<file path="src/verilog/eps_pkg.sv">
package eps_pkg;

  // ----------------------------------------------------------------
  // Pin function selects
  // ----------------------------------------------------------------
  typedef enum logic [1:0] {
    EPS_FN_EEPROM  = 2'h0,
    EPS_FN_GENERAL = 2'h1,
    EPS_FN_MON_A   = 2'h2,
    EPS_FN_MON_B   = 2'h3
  } eps_fn_t;

  // ----------------------------------------------------------------
  // Reset values and other constants
  // ----------------------------------------------------------------
  localparam logic [1:0] EPS_FN_RESET    = 2'h0;
  localparam logic       EPS_GPO_RESET   = 1'h0;
  localparam logic       EPS_SEL_IDLE    = 1'h0;
  localparam logic       EPS_STRAP_RESET = 1'h0;
  localparam logic       EPS_WIDTH_32    = 1'h1;
  localparam logic       EPS_WIDTH_16    = 1'h0;
  localparam logic [1:0] EPS_RELEASE_CNT = 2'h2;

endpackage : eps_pkg

</file>
<file path="src/verilog/eps_sync.sv">
`timescale 1ns/1ps

module eps_sync
(
  input  wire logic i_clk,
  input  wire logic i_reset_n,
  input  wire logic i_async,
  output logic      o_sync
);

  logic stage1;

  always_ff @(posedge i_clk or negedge i_reset_n)
  begin
    if (!i_reset_n)
    begin
      stage1 <= 1'h0;
      o_sync <= 1'h0;
    end
    else
    begin
      stage1 <= i_async;
      o_sync <= stage1;
    end
  end

endmodule : eps_sync

</file>
<file path="src/verilog/eps_top.sv">
// How it works
// - Data pin is EEPROM data by default
// - Data pin: general output or transmit monitor
// - Data pin repurposed forces select deasserted
// - Clock pin: general output or receive monitor
// - Clock pin repurposed forces select deasserted
// - No general input on either pin
// - Strap sampled on the third clock after reset release, held
// - Strap high 32-bit, low 16-bit
`timescale 1ns/1ps

module eps_top
(
  input  wire logic       i_clk,
  input  wire logic       i_reset_n,
  input  wire logic [1:0] i_data_pin_fn,
  input  wire logic [1:0] i_clock_pin_fn,
  input  wire logic       i_general_output_three,
  input  wire logic       i_general_output_four,
  input  wire logic       i_mii_tx_en,
  input  wire logic       i_mii_tx_clk,
  input  wire logic       i_mii_rx_dv,
  input  wire logic       i_mii_rx_clk,
  input  wire logic       i_ee_data_out,
  input  wire logic       i_ee_data_oe,
  input  wire logic       i_ee_clock,
  input  wire logic       i_ee_select,
  input  wire logic       i_eeprom_serial_data_pin,
  output logic            o_eeprom_serial_data_pin,
  output logic            o_eeprom_serial_data_pin_oe,
  output logic            o_eeprom_serial_clock_pin,
  output logic            o_eeprom_select,
  output logic            o_ee_data_in,
  output logic            o_bus_width_strap,
  output logic            o_bus_is_32bit,
  output logic            o_strap_valid
);

  // ----------------------------------------------------------------
  // Input synchronisation
  // ----------------------------------------------------------------
  logic data_pin_sync;
  logic tx_en_s;
  logic tx_clk_s;
  logic rx_dv_s;
  logic rx_clk_s;

  eps_sync u_sync_data
  (
    .i_clk     (i_clk),
    .i_reset_n (i_reset_n),
    .i_async   (i_eeprom_serial_data_pin),
    .o_sync    (data_pin_sync)
  );

  // Monitor sources share the same clock, so no synchroniser; a
  // monitored MII clock is only seen as well as i_clk can sample it.
  assign tx_en_s  = i_mii_tx_en;
  assign tx_clk_s = i_mii_tx_clk;
  assign rx_dv_s  = i_mii_rx_dv;
  assign rx_clk_s = i_mii_rx_clk;

  // ----------------------------------------------------------------
  // Function decode
  // ----------------------------------------------------------------
  function automatic logic fn_repurposed(input logic [1:0] fn);
    fn_repurposed = (fn != eps_pkg::EPS_FN_EEPROM);
  endfunction : fn_repurposed

  logic data_alt;
  logic clock_alt;

  assign data_alt  = fn_repurposed(i_data_pin_fn);
  assign clock_alt = fn_repurposed(i_clock_pin_fn);

  // ----------------------------------------------------------------
  // Strap capture
  // ----------------------------------------------------------------
  logic [1:0] release_cnt;

  // Wait for the synchroniser to fill before taking the strap level.
  always_ff @(posedge i_clk or negedge i_reset_n)
  begin
    if (!i_reset_n)
      release_cnt <= 2'h0;
    else if (release_cnt != eps_pkg::EPS_RELEASE_CNT)
      release_cnt <= release_cnt + 2'h1;
  end

  always_ff @(posedge i_clk or negedge i_reset_n)
  begin
    if (!i_reset_n)
    begin
      o_bus_width_strap <= eps_pkg::EPS_STRAP_RESET;
      o_bus_is_32bit    <= eps_pkg::EPS_WIDTH_16;
      o_strap_valid     <= 1'h0;
    end
    else if (release_cnt == eps_pkg::EPS_RELEASE_CNT && !o_strap_valid)
    begin
      o_bus_width_strap <= data_pin_sync;
      o_bus_is_32bit    <= data_pin_sync ? eps_pkg::EPS_WIDTH_32 : eps_pkg::EPS_WIDTH_16;
      o_strap_valid     <= 1'h1;
    end
  end

  // ----------------------------------------------------------------
  // Data pin
  // ----------------------------------------------------------------
  // Pin stays released until the strap is taken so the board level wins.
  always_ff @(posedge i_clk or negedge i_reset_n)
  begin
    if (!i_reset_n)
    begin
      o_eeprom_serial_data_pin    <= eps_pkg::EPS_GPO_RESET;
      o_eeprom_serial_data_pin_oe <= 1'h0;
    end
    else
    begin
      unique case (eps_pkg::eps_fn_t'(i_data_pin_fn))
        eps_pkg::EPS_FN_EEPROM:
        begin
          o_eeprom_serial_data_pin    <= i_ee_data_out;
          o_eeprom_serial_data_pin_oe <= i_ee_data_oe & o_strap_valid;
        end
        eps_pkg::EPS_FN_GENERAL:
        begin
          o_eeprom_serial_data_pin    <= i_general_output_three;
          o_eeprom_serial_data_pin_oe <= o_strap_valid;
        end
        eps_pkg::EPS_FN_MON_A:
        begin
          o_eeprom_serial_data_pin    <= tx_en_s;
          o_eeprom_serial_data_pin_oe <= o_strap_valid;
        end
        eps_pkg::EPS_FN_MON_B:
        begin
          o_eeprom_serial_data_pin    <= tx_clk_s;
          o_eeprom_serial_data_pin_oe <= o_strap_valid;
        end
      endcase
    end
  end

  always_ff @(posedge i_clk or negedge i_reset_n)
  begin
    if (!i_reset_n)
      o_ee_data_in <= 1'h0;
    else
      o_ee_data_in <= data_alt ? 1'h0 : data_pin_sync;
  end

  // ----------------------------------------------------------------
  // Clock pin and select
  // ----------------------------------------------------------------
  always_ff @(posedge i_clk or negedge i_reset_n)
  begin
    if (!i_reset_n)
      o_eeprom_serial_clock_pin <= eps_pkg::EPS_GPO_RESET;
    else
    begin
      unique case (eps_pkg::eps_fn_t'(i_clock_pin_fn))
        eps_pkg::EPS_FN_EEPROM:  o_eeprom_serial_clock_pin <= i_ee_clock;
        eps_pkg::EPS_FN_GENERAL: o_eeprom_serial_clock_pin <= i_general_output_four;
        eps_pkg::EPS_FN_MON_A:   o_eeprom_serial_clock_pin <= rx_dv_s;
        eps_pkg::EPS_FN_MON_B:   o_eeprom_serial_clock_pin <= rx_clk_s;
      endcase
    end
  end

  always_ff @(posedge i_clk or negedge i_reset_n)
  begin
    if (!i_reset_n)
      o_eeprom_select <= eps_pkg::EPS_SEL_IDLE;
    else if (data_alt || clock_alt)
      o_eeprom_select <= eps_pkg::EPS_SEL_IDLE;
    else
      o_eeprom_select <= i_ee_select;
  end

  // ----------------------------------------------------------------
  // Checks
  // ----------------------------------------------------------------
  AST_SEL_DATA_ALT: assert property (@(posedge i_clk) disable iff (!i_reset_n)
    $past(data_alt) |-> !o_eeprom_select)
    else $error("select active with data pin repurposed");

  AST_SEL_CLOCK_ALT: assert property (@(posedge i_clk) disable iff (!i_reset_n)
    $past(clock_alt) |-> !o_eeprom_select)
    else $error("select active with clock pin repurposed");

  AST_SEL_PASS: assert property (@(posedge i_clk) disable iff (!i_reset_n)
    !data_alt && !clock_alt |=> o_eeprom_select == $past(i_ee_select))
    else $error("select not passed in EEPROM use");

  AST_GPO_THREE: assert property (@(posedge i_clk) disable iff (!i_reset_n)
    i_data_pin_fn == eps_pkg::EPS_FN_GENERAL && o_strap_valid
    |=> o_eeprom_serial_data_pin_oe && o_eeprom_serial_data_pin == $past(i_general_output_three))
    else $error("general output three not driven");

  AST_TX_MON: assert property (@(posedge i_clk) disable iff (!i_reset_n)
    i_data_pin_fn == eps_pkg::EPS_FN_MON_A |=> o_eeprom_serial_data_pin == $past(i_mii_tx_en))
    else $error("transmit enable monitor wrong");

  AST_RX_MON: assert property (@(posedge i_clk) disable iff (!i_reset_n)
    i_clock_pin_fn == eps_pkg::EPS_FN_MON_B |=> o_eeprom_serial_clock_pin == $past(i_mii_rx_clk))
    else $error("receive clock monitor wrong");

  AST_NO_INPUT: assert property (@(posedge i_clk) disable iff (!i_reset_n)
    data_alt |=> !o_ee_data_in)
    else $error("input path open while repurposed");

  AST_STRAP_HOLD: assert property (@(posedge i_clk) disable iff (!i_reset_n)
    o_strap_valid |=> o_strap_valid && $stable(o_bus_width_strap))
    else $error("strap changed after capture");

  AST_WIDTH: assert property (@(posedge i_clk) disable iff (!i_reset_n)
    o_strap_valid |-> o_bus_is_32bit == o_bus_width_strap)
    else $error("bus width disagrees with strap");

  AST_STRAP_TIME: assert property (@(posedge i_clk) disable iff (!i_reset_n)
    $rose(release_cnt == eps_pkg::EPS_RELEASE_CNT) |=> o_strap_valid)
    else $error("strap not taken on time");

  COV_STRAP_32: cover property (@(posedge i_clk) disable iff (!i_reset_n)
    $rose(o_strap_valid) && o_bus_is_32bit);
  COV_STRAP_16: cover property (@(posedge i_clk) disable iff (!i_reset_n)
    $rose(o_strap_valid) && !o_bus_is_32bit);
  COV_SEL_BLOCKED: cover property (@(posedge i_clk) disable iff (!i_reset_n)
    i_ee_select && clock_alt ##1 !o_eeprom_select);

endmodule : eps_top

</file>
<file path="config.mk">
export PLATFORM = sky130hd
export DESIGN_NAME = eps_top
export DESIGN_NICKNAME = d
export VERILOG_FILES = /design/src/verilog/eps_pkg.sv /design/src/verilog/eps_sync.sv /design/src/verilog/eps_top.sv
export SDC_FILE = /design/constraint.sdc
export NUM_CORES = 1
export LEC_CHECK = 0
export BUFFER_PORTS_ARGS = -buffer_cell sky130_fd_sc_hd__buf_2
export CAP_MARGIN = 20
export CORE_AREA = 2 2 39 41
export CTS_CLUSTER_DIAMETER = 30
export DETAILED_ROUTE_END_ITERATION = 8
export DIE_AREA = 0 0 41 43
export PLACE_DENSITY = 0.68
export SLEW_MARGIN = 0
export SYNTH_ARGS = -nofsm -noshare
export SYNTH_HDL_FRONTEND = slang
export SYNTH_SLANG_ARGS = --single-unit
export TNS_END_PERCENT = 1
</file>
<file path="constraint.sdc">
create_clock -name i_clk -period 1.5 [get_ports i_clk]
set_input_delay 0.15 -clock i_clk [delete_from_list [all_inputs] [get_ports i_clk]]
set_output_delay 0.15 -clock i_clk [all_outputs]
set_load 0.03 [all_outputs]
</file>
[Yosys cells after proc, flatten, opt, wreduce, memory -nomap -nowiden]
Index checks and enable logic that the tools add are counted.
Operators by class
  add/sub/neg operators: 1
  multiply operators: 0
  divide/modulo/power cells: 0
  $lt $le $gt $ge: 0
  eq/ne operators: 8
  shift operators: 0
  mux-type cells: 6
  bitwise gates (word level): 1
  reductions and logical operators: 8
Operator list (number)
  2-bit equality test, second input constant: 5
  1-bit case mux with 4 select lines: 2
  2-bit by 1-bit equality test with 1-bit output, second input constant: 2
  2-bit logical NOT: 2
  2-bit nonzero test: 2
  1-bit two-way mux: 3
  3-bit OR reduction: 1
  2-bit by 1-bit adder with 2-bit output, second input constant: 1
  2-bit inequality test, second input constant: 1
  1-bit case mux with 2 select lines: 1
  1-bit bitwise AND: 1
  1-bit logical AND: 1
  1-bit logical NOT: 1
  1-bit logical OR: 1
Storage, ports and cells
  register bits: 12
  latch bits: 0
  memory bits (writable): 0
  memory bits (read-only): 0
  input bits: 17
  output and inout bits: 8
  memories kept: 0

[Depth between registers and ports, before layout]
Gate-level depths: netlist of the first run.
  depth in word-level cells: 3
  depth in mapped cells: 4
  gate-level depth less buffers: 4

[Hierarchy]
Synthesis of the first run repeated with hierarchy kept, for this count alone.
Second synthesis, totals
  cell total of the unflattened synthesis: 26
  area, all modules: 415.4 um^2
Modules (own cells, without submodules)
  eps_top: instances 1, cells each 24, area an instance 365.4 um^2
  eps_sync: instances 1, cells each 2, area an instance 50.0 um^2

[Worst setup path before layout of the first run]
OpenSTA, ideal clock, no wires.
  path type: register to register
  from: reg release_cnt[0]
  to: reg o_bus_width_strap
  setup time: 125 ps
  arrival: 1005 ps
  required time: 1375 ps
  setup slack: 370 ps
  stages on the path, launching flop included: 5
  path buffers: 0
  period minus slack after synthesis: 1130 ps
  cells stage by stage: dfrtp_1 -> inv_1 -> ha_1 -> nand2b_1 -> mux2_2
On the way
  longest elaborated chain between the ends: 2
Ends and longest elaborated chain
  from (decl): line eps_top.sv:79  | logic [1:0] release_cnt;
  from (signal assigned): line eps_top.sv:87  | release_cnt <= release_cnt + 2'h1;
  2-bit equality test: line eps_top.sv:98  | else if (release_cnt == eps_pkg::EPS_RELEASE_CNT && !o_strap_valid)
  1-bit logical AND: line eps_top.sv:98
  to (signal assigned): line eps_top.sv:94  | o_bus_width_strap <= eps_pkg::EPS_STRAP_RESET;
  to (signal assigned): line eps_top.sv:100  | o_bus_width_strap <= data_pin_sync;
  to (decl): line eps_top.sv:34  | output logic o_bus_width_strap,
No other way between the ends.
A chain may end at the register's enable or synchronous reset.

[Worst setup path in the final report of the first run]
Same ends and word-level chain as after synthesis.

==> reports/metrics.cfg, run 1 <==
[global_routing]
grt_max_degree = 12
antenna_found_initial = 0
grt_pass1_vias = 298
grt_usage_pct = 11.7
grt_pass1_wl_mm = 1.23
overflow = 0

[critical_path]
crit_path_max_fanout = 5
path_class = reg2reg
setup.worst_path.end_class = register
critPathLaunch = release_cnt[0]$_DFFE_PN0P_
worstPathArrival_ps = 1320
critical_path.top_delay_family = flip-flops
cp_num_buf_inv = 1
cp.required_ps = 1650
r2r-start = release_cnt[0]$_DFFE_PN0P_
crit_path_top_delay_cell = dfrtp_1
critPathMaxStageDelay_ps = 360
cp-start-kind = register
path_cells = inv_1 -> ha_1 -> nand2b_1 -> mux2_2

[floorplan]
core-area_sq_um = 1380
io_pins = 25
start_util_pct = 30.0
fp.dieW_um = 41
row_count = 14
dieArea_sq_um = 1760
die_h_um = 43

[drt]
drtIter0Drc = 0
vias = 317
wl_per_cell_um = 11.1
ant_nets = 0
drc = 0
dr.pass1.iters = 1
wirelength_um = 785
vias_per_cell = 4.46

[cts]
cts_tree = built
post-cts-setup-buffers = 0
htree_levels = 1
clock_path_buffers = 2
numCtsBuffers = 3
clkLatencyLatePin_ps = 260
cts.sinks = 11
clkTransAtPathRegs_ps = 60
root_buffer = clkbuf_4

[sta]
setup_viol = 0
fin_setup_tns_ps = 0
relSlewSlack_pct = 84.2
rsz0062_at_grt = no
hold_viol_final = 0
drv_slew = 0
finClkSkew_ps = 2.46
fmax_mhz = 849
hold-worst-slack_ps = 97.7
worst_slew_pin_slew_ps = 237
period_minus_slack_ps = 1180
post-route-period-util_pct = 78.5

[pwr]
peakVddDrop_v = 0.000484
clock_power_share_pct = 32.6
power_density_nw_per_um2 = 980
power.total_mw = 0.582
switching_share_pct = 23.1
leakage_nw = 0.288
comb_power_share_pct = 13.9
p_int_mw = 0.448
p_seq_share_pct = 53.5
switchingPower_mw = 0.134

[placement]
place_congestion = 0.682
placed_area_sq_um = 548
io_buffers = 24
dp_cells = 65

[layout]
layout_common_cells = buf_2, dfrtp_1, clkbuf_4
area_delta_synth_final_pct = 43.1
final_common_cell = buf_2
drive_above_1_share_pct = 58.2
post-route-cell-area_sq_um = 594
num_antenna_cells = 0
fin_cells = 71
nNetsFinal = 74

[outcome]
status = complete, no violations

[worst_hold_path]
hold_start = i_ee_select
hold_path_class = in2reg

[logic_synthesis]
avgSynthCellArea_sq_um = 16.0
yosys.area.top_type = dfrtp_1
synth_nets = 44
syn_area_sq_um = 415
synthTopCellsByArea = dfrtp_1, mux4_2, ha_1
ys_seq_elements = 11
synth_cells = 26
yosysWarnings = 0
synthDistinctLibCells = 15
yosysSeqAreaShare_pct = 66.3
synth_top_area_share_pct = 66.3

[run]
maxCapViolations = 0

## final timing paths
kind,end,slack (ps),depth (start not counted)
min in group asynchronous,o_eeprom_serial_data_pin$_DFF_PN0_,280,2
hold reg to reg,u_sync_data.o_sync$_DFF_PN0_,350,0
setup / recovery,o_bus_width_strap$_DFFE_PN0P_,320,4
max in group asynchronous,o_eeprom_select$_DFF_PN0_,1020,2
setup reg to reg,o_bus_width_strap$_DFFE_PN0P_,320,4
hold / removal,o_eeprom_select$_DFF_PN0_,100,2
## Yosys cell counts
library cell and number:
xnor2_1 1, o31a_2 1, nand2b_1 1, inv_1 1, buf_4 1, ha_1 1, nor3b_1 1, o21ai_0 1
mux2_2 1, or2_2 1, and2_1 1, dfrtp_1 11, mux4_2 2, nor4_1 1, nand2_1 1
## stage by stage
step	utilization [%]	worst slack, ps
6_report	42.9	322
5_1_grt	42.9	247
4_1_cts	42.9	308
3_5_place_dp	39.6	323
3_3_place_gp	39.6	354
2_1_floorplan	-	370
## layout make-up
type                            count  area [sq um]
Multi-Input combinational cell     13           129
Clock buffer                        4          26.3
Inverter                            1          3.75
Sequential cell                    11           275
Fill cell                         141           790
Timing Repair Buffer               26           140
Tap cell                           16          20.0
## cells by family (layout without fill, tap and decap cells)
| kind of cell | count (synthesis) | in the layout | share of synthesized area (%) |
|---|---|---|---|
| flops | 11 | 11 | 66.3 |
| simple gates | 6 | 6 | 8.74 |
| mux | 3 | 3 | 13.6 |
| compound gates | 2 | 2 | 3.61 |
| buf+inv | 2 | 31 | 2.71 |
| fa+ha+maj | 1 | 1 | 3.01 |
| xor+xnor | 1 | 1 | 2.11 |
## worst reg2reg max path, stage by stage, from the launching register on
cell and delay [ps]:
dfrtp_1 360, inv_1 50, ha_1 240, nand2b_1 90
mux2_2 330
## power groups by stage
stage	registers [mW]	logic (mW)	clock network (mW)
finish	0.312	0.0808	0.190
global route	0.313	0.0883	0.224
CTS	0.312	0.0826	0.206
detailed placement	0.318	0.0787	0
global placement	0.318	0.0760	0
floorplan	0.337	0.0182	0
## what timing repair did
item,in CTS,in global routing
endpoints found under the hold margin,12,0
resized for setup,0,0
hold buffers,2,0
## routing by layer
layer | wire length [um] | up-vias | global-route usage [%]
li1 | - | 149 | -
met1 | 300 | 141 | 12.9
met2 | 361 | 25 | 14.4
met3 | 110 | 2 | 8.38
met4 | 12 | 0 | 10.0
met5 | 0 | - | 0
## sequential cells by signal, summed over array words and instances (netlist names)
signal and cells:
release_cnt 2, o_bus_width_strap 1, o_ee_data_in 1, o_eeprom_select 1, o_eeprom_serial_clock_pin 1, o_eeprom_serial_data_pin 1, o_eeprom_serial_data_pin_oe 1, o_strap_valid 1
u_sync_data.o_sync 1, u_sync_data.stage1 1
Note: power is estimated with default switching activity, not from simulation.
==> inputs of run 2 (changes only) <==
clock period = 1.1 ns   (was 1.5 ns; I/O delays follow)
==> reports/metrics.cfg, run 2 (synthesis gave the netlist of run 1 again) <==
[drt]
dr.pass1.iters = 1  ; unchanged
wirelength_um = 914  ; +16%
vias = 321  ; +1.3%
vias_per_cell = 4.34  ; -2.8%
wl_per_cell_um = 12.4  ; +12%
drtIter0Drc = 0  ; unchanged
ant_nets = 0  ; unchanged
drc = 0  ; unchanged

[worst_hold_path]
holdPathStages = 2  ; unchanged
hold_path_class = in2reg

[critical_path]
setup.worst_path.end_class = register
cp-start-kind = register
path_class = reg2reg
crit_path_max_fanout = 3  ; -2
path_cells = inv_1 -> ha_2 -> nand2b_1 -> mux2_2
cp.required_ps = 1260  ; -390 ps
crit_path_top_delay_cell = dfrtp_1
ff2ff_setup_slack_ps = 30  ; -290 ps
reg2regPathDepth = 4  ; unchanged
critPathMaxStageDelay_ps = 340  ; -20 ps
worstPathArrival_ps = 1220  ; -100 ps

[layout]
area_delta_synth_final_pct = 49.4
register_area_sq_um = 275  ; unchanged
final_common_cell = buf_2
drive_above_1_share_pct = 63.8  ; +5.6 points
nFillCells = 132  ; -6.4%
regMostFlops = release_cnt
largest_reg_flops = 2  ; unchanged
nNetsFinal = 77  ; +4.1%
multiInputGateArea_sq_um = 131  ; +1.9%
num_antenna_cells = 0  ; unchanged
fin_cells = 74  ; +4.2%
fin_util_pct = 44.8  ; +1.9 points
layout_common_cells = buf_2, dfrtp_1, clkbuf_4, buf_4

[global_routing]
grt_pass1_wl_mm = 1.37  ; +12%
overflow = 0  ; unchanged
antenna_found_initial = 0  ; unchanged
grt_usage_pct = 12.9  ; +1.1 points
grt_max_degree = 12  ; unchanged
grt_pass1_vias = 347  ; +16%

[pwr]
power_density_nw_per_um2 = 1290  ; +32%
comb_power_share_pct = 13.8  ; about the same
clock_power_share_pct = 33.0  ; +0.4 points
switching_share_pct = 24.5  ; +1.4 points
p_int_mw = 0.605  ; +35%
leakage_nw = 0.305  ; +5.8%
switchingPower_mw = 0.197  ; +46%
p_seq_share_pct = 53.2  ; -0.3 points
peakVddDrop_v = 0.000482  ; -0.50%

[sta]
period_minus_slack_ps = 1070  ; -110 ps
hold_viol_final = 0  ; unchanged
setup_viol = 0  ; unchanged
post-route-period-util_pct = 97.1  ; +19 points
rsz0062_at_grt = yes
worst_slew_pin_slew_ps = 252  ; +14.8 ps
finClkSkew_ps = 5.14  ; +2.68 ps
drv_slew = 0  ; unchanged
relSlewSlack_pct = 83.2  ; -0.99 points
fmax_mhz = 936  ; +10%

[placement]
hpwl_um = 712
io_buffers = 24  ; unchanged
place_congestion = 0.700  ; +2.6%
dp_cells = 66  ; +1.5%

[run]
maxCapViolations = 0  ; unchanged

[cts]
cts_tree = built
root_buffer = clkbuf_4
clock_path_buffers = 2  ; unchanged
clkLatencyLatePin_ps = 260  ; about the same
numCtsBuffers = 3  ; unchanged
clkTransAtPathRegs_ps = 70  ; about the same
cts.sinks = 11  ; unchanged
htree_levels = 1  ; unchanged

[floorplan]
fp.dieW_um = 41  ; unchanged
core-area_sq_um = 1380  ; unchanged
row_count = 14  ; unchanged
start_util_pct = 30.0  ; unchanged
dieArea_sq_um = 1760  ; unchanged
io_pins = 25  ; unchanged
die_h_um = 43  ; unchanged

[outcome]
status = complete, no violations

run 2: cell types whose count changed in the layout (fill, tap and decap cells not counted):
cell,change
ha_2,+1
buf_4,+3
clkinv_2,+1
clkbuf_1,-1
ha_1,-1
run 2: metrics by stage:
step	setup WS (ps)	hold WS (ps)	setup TNS [ps]	instance area (sq um)	total power, mW
4_1_cts	24.1	44.3	0	613	0.824
5_1_grt	-22.7	57.9	-22.7	621	0.847
3_3_place_gp	28.8	-14.6	0	558	0.538
6_report	31.7	55.2	0	621	0.802
2_1_floorplan	3.45	-186	0	418	0.485
3_5_place_dp	6.07	-4.32	0	558	0.541
run 2: repair_timing:
action                                  CTS  global route
gates resized for setup                   0             0
buffers inserted                          1             1
endpoints found under the hold margin    12             0
endpoints found under the setup margin    1             1
hold buffers                              2             0
run 2: power groups by stage:
stage | registers, mW | clock network (mW) | logic, mW
after detailed placement | 0.434 | 0 | 0.107
after floorplan | 0.460 | 0 | 0.0248
final | 0.426 | 0.265 | 0.111
after global routing | 0.428 | 0.298 | 0.121
after global placement | 0.433 | 0 | 0.105
after CTS | 0.426 | 0.285 | 0.113
run 2: area by class of cell:
class | count | share of cell area [%]
flip-flops and latches | 11 | 44.4
clock inverters | 1 | 0.806
clock buffers | 3 | 3.63
inverters | 1 | 0.605
multi-input cells | 13 | 21.2
repair buffers | 29 | 26.2
well taps | 16 | 3.23
run 2: layer usage:
| layer | vias to the layer above | track usage, % | wire length, um |
|---|---|---|---|
| li1 | 154 | - | - |
| met1 | 140 | 11.9 | 359 |
| met2 | 25 | 20.3 | 440 |
| met3 | 2 | 4.19 | 103 |
| met4 | 0 | 12.0 | 10 |
| met5 | - | 0 | 0 |
run 2: worst max-delay path, delay by kind of cell, from the launching register on:
| kind | cells | cell delay, ps |
|---|---|---|
| flip-flops | 1 | 340 |
| multiplexers | 1 | 320 |
| adder cells (fa/ha/maj) | 1 | 180 |
| AND/OR/NAND/NOR | 1 | 70 |
| buffers and inverters | 1 | 50 |
run 2: path summary, 6_finish.rpt:
path | from | to
hold reg to reg | u_sync_data.stage1$_DFF_PN0_ | u_sync_data.o_sync$_DFF_PN0_
setup reg to reg | release_cnt[0]$_DFFE_PN0P_ | o_bus_width_strap$_DFFE_PN0P_
max in group asynchronous | i_reset_n | release_cnt[0]$_DFFE_PN0P_
setup / recovery | release_cnt[0]$_DFFE_PN0P_ | o_bus_width_strap$_DFFE_PN0P_
min in group asynchronous | i_reset_n | o_ee_data_in$_DFF_PN0_
hold / removal | i_ee_select | o_eeprom_select$_DFF_PN0_
==> inputs of run 3 (changes only) <==
--- a/config.mk
+++ b/config.mk
@@ -13,4 +13,5 @@
 export DIE_AREA = 0 0 41 43
 export PLACE_DENSITY = 0.68
+export SETUP_SLACK_MARGIN = 0.4
 export SLEW_MARGIN = 0
 export SYNTH_ARGS = -nofsm -noshare
==> constraint.sdc (replaced) <==
create_clock -name i_clk -period 1.1 [get_ports i_clk]
set_input_delay 0.055 -clock i_clk [delete_from_list [all_inputs] [get_ports i_clk]]
set_output_delay 0.055 -clock i_clk [all_outputs]
set_load 0.03 [all_outputs]
==> reports/metrics.cfg, run 3 (synthesis gave the netlist of run 1 again) <==
[sta]
fin_setup_tns_ps = -2.77  ; -2.77 ps
setup_viol = 1  ; +1
finClkSkew_ps = 0.465  ; -4.68 ps
fmax_mhz = 907  ; -3.1%
post-route-period-util_pct = 100  ; +3.1 points
rsz0062_at_grt = yes
drv_slew = 0  ; unchanged
worst_slew_pin_slew_ps = 244  ; -7.75 ps
relSlewSlack_pct = 83.7  ; +0.52 points
hold_viol_final = 0  ; unchanged
fin_ws_ps = -2.77  ; -34.5 ps
period_minus_slack_ps = 1100  ; +34.5 ps

[floorplan]
die_h_um = 43  ; unchanged
io_pins = 25  ; unchanged
row_count = 14  ; unchanged
start_util_pct = 30.0  ; unchanged
core-area_sq_um = 1380  ; unchanged
dieArea_sq_um = 1760  ; unchanged
fp.dieW_um = 41  ; unchanged

[layout]
drive_above_1_share_pct = 64.4  ; +0.61 points
regMostFlops = release_cnt
num_antenna_cells = 0  ; unchanged
layout_common_cells = buf_2, dfrtp_1, buf_6
largest_reg_flops = 2  ; unchanged
nNetsFinal = 78  ; +1.3%
nFillCells = 131  ; -0.76%
post-route-cell-area_sq_um = 696  ; +12%
final_common_cell = buf_2
area_delta_synth_final_pct = 67.5

[cts]
clock_path_buffers = 2  ; unchanged
holdBufCountCts = 3  ; +1
htree_levels = 1  ; unchanged
clkLatencyLatePin_ps = 260  ; about the same
cts.sinks = 11  ; unchanged
root_buffer = clkbuf_4
clkTransAtPathRegs_ps = 60  ; about the same
numCtsBuffers = 3  ; unchanged
cts_tree = built

[pwr]
power_density_nw_per_um2 = 1190  ; -8.0%
p_seq_share_pct = 52.1  ; -1.1 points
leakage_nw = 0.338  ; +11%
switching_share_pct = 23.5  ; -0.99 points
clock_power_share_pct = 32.1  ; -0.9 points
comb_power_share_pct = 15.8  ; +2.0 points
p_int_mw = 0.632  ; +4.4%
peakVddDrop_v = 0.000450  ; -6.7%
switchingPower_mw = 0.195  ; -1.1%

[placement]
io_buffers = 24  ; unchanged
place_congestion = 0.699  ; -0.14%
placed_area_sq_um = 559  ; +0.22%
hpwl_um = 693  ; -2.7%

[drt]
vias = 338  ; +5.3%
dr.pass1.iters = 1  ; unchanged
wl_per_cell_um = 11.6  ; -6.0%
vias_per_cell = 4.51  ; +3.9%
wirelength_um = 871  ; -4.7%
drtIter0Drc = 0  ; unchanged
drc = 0  ; unchanged
ant_nets = 0  ; unchanged

[global_routing]
grt_pass1_vias = 361  ; +4.0%
antenna_found_initial = 0  ; unchanged
grt_usage_pct = 13.7  ; +0.80 points
overflow = 0  ; unchanged
grt_pass1_wl_mm = 1.42  ; +3.5%
grt_max_degree = 12  ; unchanged

[critical_path]
path_cells = inv_1 -> ha_2 -> nand2b_1 -> mux2_4
critPathMaxStageDelay_ps = 390  ; +50 ps
cp_num_buf_inv = 1  ; unchanged
path_class = reg2reg
reg2regPathDepth = 4  ; unchanged
worstPathArrival_ps = 1250  ; +30 ps
crit_path_top_delay_cell = dfrtp_1
crit_path_max_fanout = 3  ; unchanged
cp_num_cells = 4  ; unchanged
cp-start-kind = register
critical_path.top_delay_family = flip-flops
setup.worst_path.end_class = register
cp.required_ps = 1250  ; about the same

[worst_hold_path]
hold_path_class = in2reg
holdPathStages = 2  ; unchanged

[outcome]
status = complete, but fails checks
violations = setup timing

[run]
maxCapViolations = 0  ; unchanged

## run 3: changes by cell type in the layout (fill, tap and decap cells not counted), sizes merged
| cell | change |
|---|---|
| dlygate4sd3 | +1 |
| clkbuf | +1 |
| clkinv | -1 |
## run 3: final cells by class
type / instances / area (sq um) / share of cell area [%]
sequential: 11 / 277 / 39.7
timing repair buffer: 30 / 226 / 32.6
multi-input combinational: 13 / 143 / 20.5
clock buffer: 4 / 26.3 / 3.78
tap: 16 / 20.0 / 2.88
inverter: 1 / 3.75 / 0.540
## run 3: repair_timing
action,4_1_cts,5_1_grt
gates resized for setup,20,0
hold endpoints to repair,13,1
gates cloned,0,0
endpoints found under the setup margin,12,12
buffers inserted,2,0
## run 3: through the flow
stage                     std cells  power [mW]  utilization (%)  setup WS (ps)  hold slack, ps
after detailed placement         66       0.540             40.4          -9.94           -64.4
after floorplan                  26       0.485                -           15.3            -241
after global placement           66       0.538             40.4           26.8           -71.1
final                            75       0.826             50.3          -2.77            15.5
after CTS                        75       0.848             50.3          -8.20          0.0731
after global routing             75       0.880             50.3          -70.6           -3.51
## run 3: worst reg2reg max path, stage by stage (launching register included)
cell and delay (ps):
dfrtp_1 390, inv_1 60, ha_2 180, nand2b_1 70, mux2_4 300
## run 3: routing by layer
metal	part of all wire (%)	wire length, um	vias up	GRT usage (%)
met5	0	0	-	0
met4	1.1	10	0	12.0
met3	12	102	2	6.28
met2	50	434	25	20.3
met1	37	323	155	13.2
li1	-	-	156	-
## run 3: power groups by stage
| stage | combinational [mW] | sequential, mW | clock (mW) |
|---|---|---|---|
| floorplan | 0.0248 | 0.460 | 0 |
| global placement | 0.104 | 0.433 | 0 |
| detailed placement | 0.106 | 0.434 | 0 |
| CTS | 0.132 | 0.431 | 0.285 |
| global route | 0.141 | 0.432 | 0.307 |
| finish | 0.130 | 0.430 | 0.266 |
## run 3: final timing paths
kind | start | to | slack, ps
worst max-delay path | release_cnt[0]$_DFFE_PN0P_ | o_bus_width_strap$_DFFE_PN0P_ | -3
worst min-delay path | i_data_pin_fn[1] | o_ee_data_in$_DFF_PN0_ | 20
worst max register to register | release_cnt[0]$_DFFE_PN0P_ | o_bus_width_strap$_DFFE_PN0P_ | -3
worst min register to register | u_sync_data.stage1$_DFF_PN0_ | u_sync_data.o_sync$_DFF_PN0_ | 350
max in group asynchronous | i_reset_n | o_strap_valid$_DFFE_PN0P_ | 700
min in group asynchronous | i_reset_n | o_ee_data_in$_DFF_PN0_ | 190
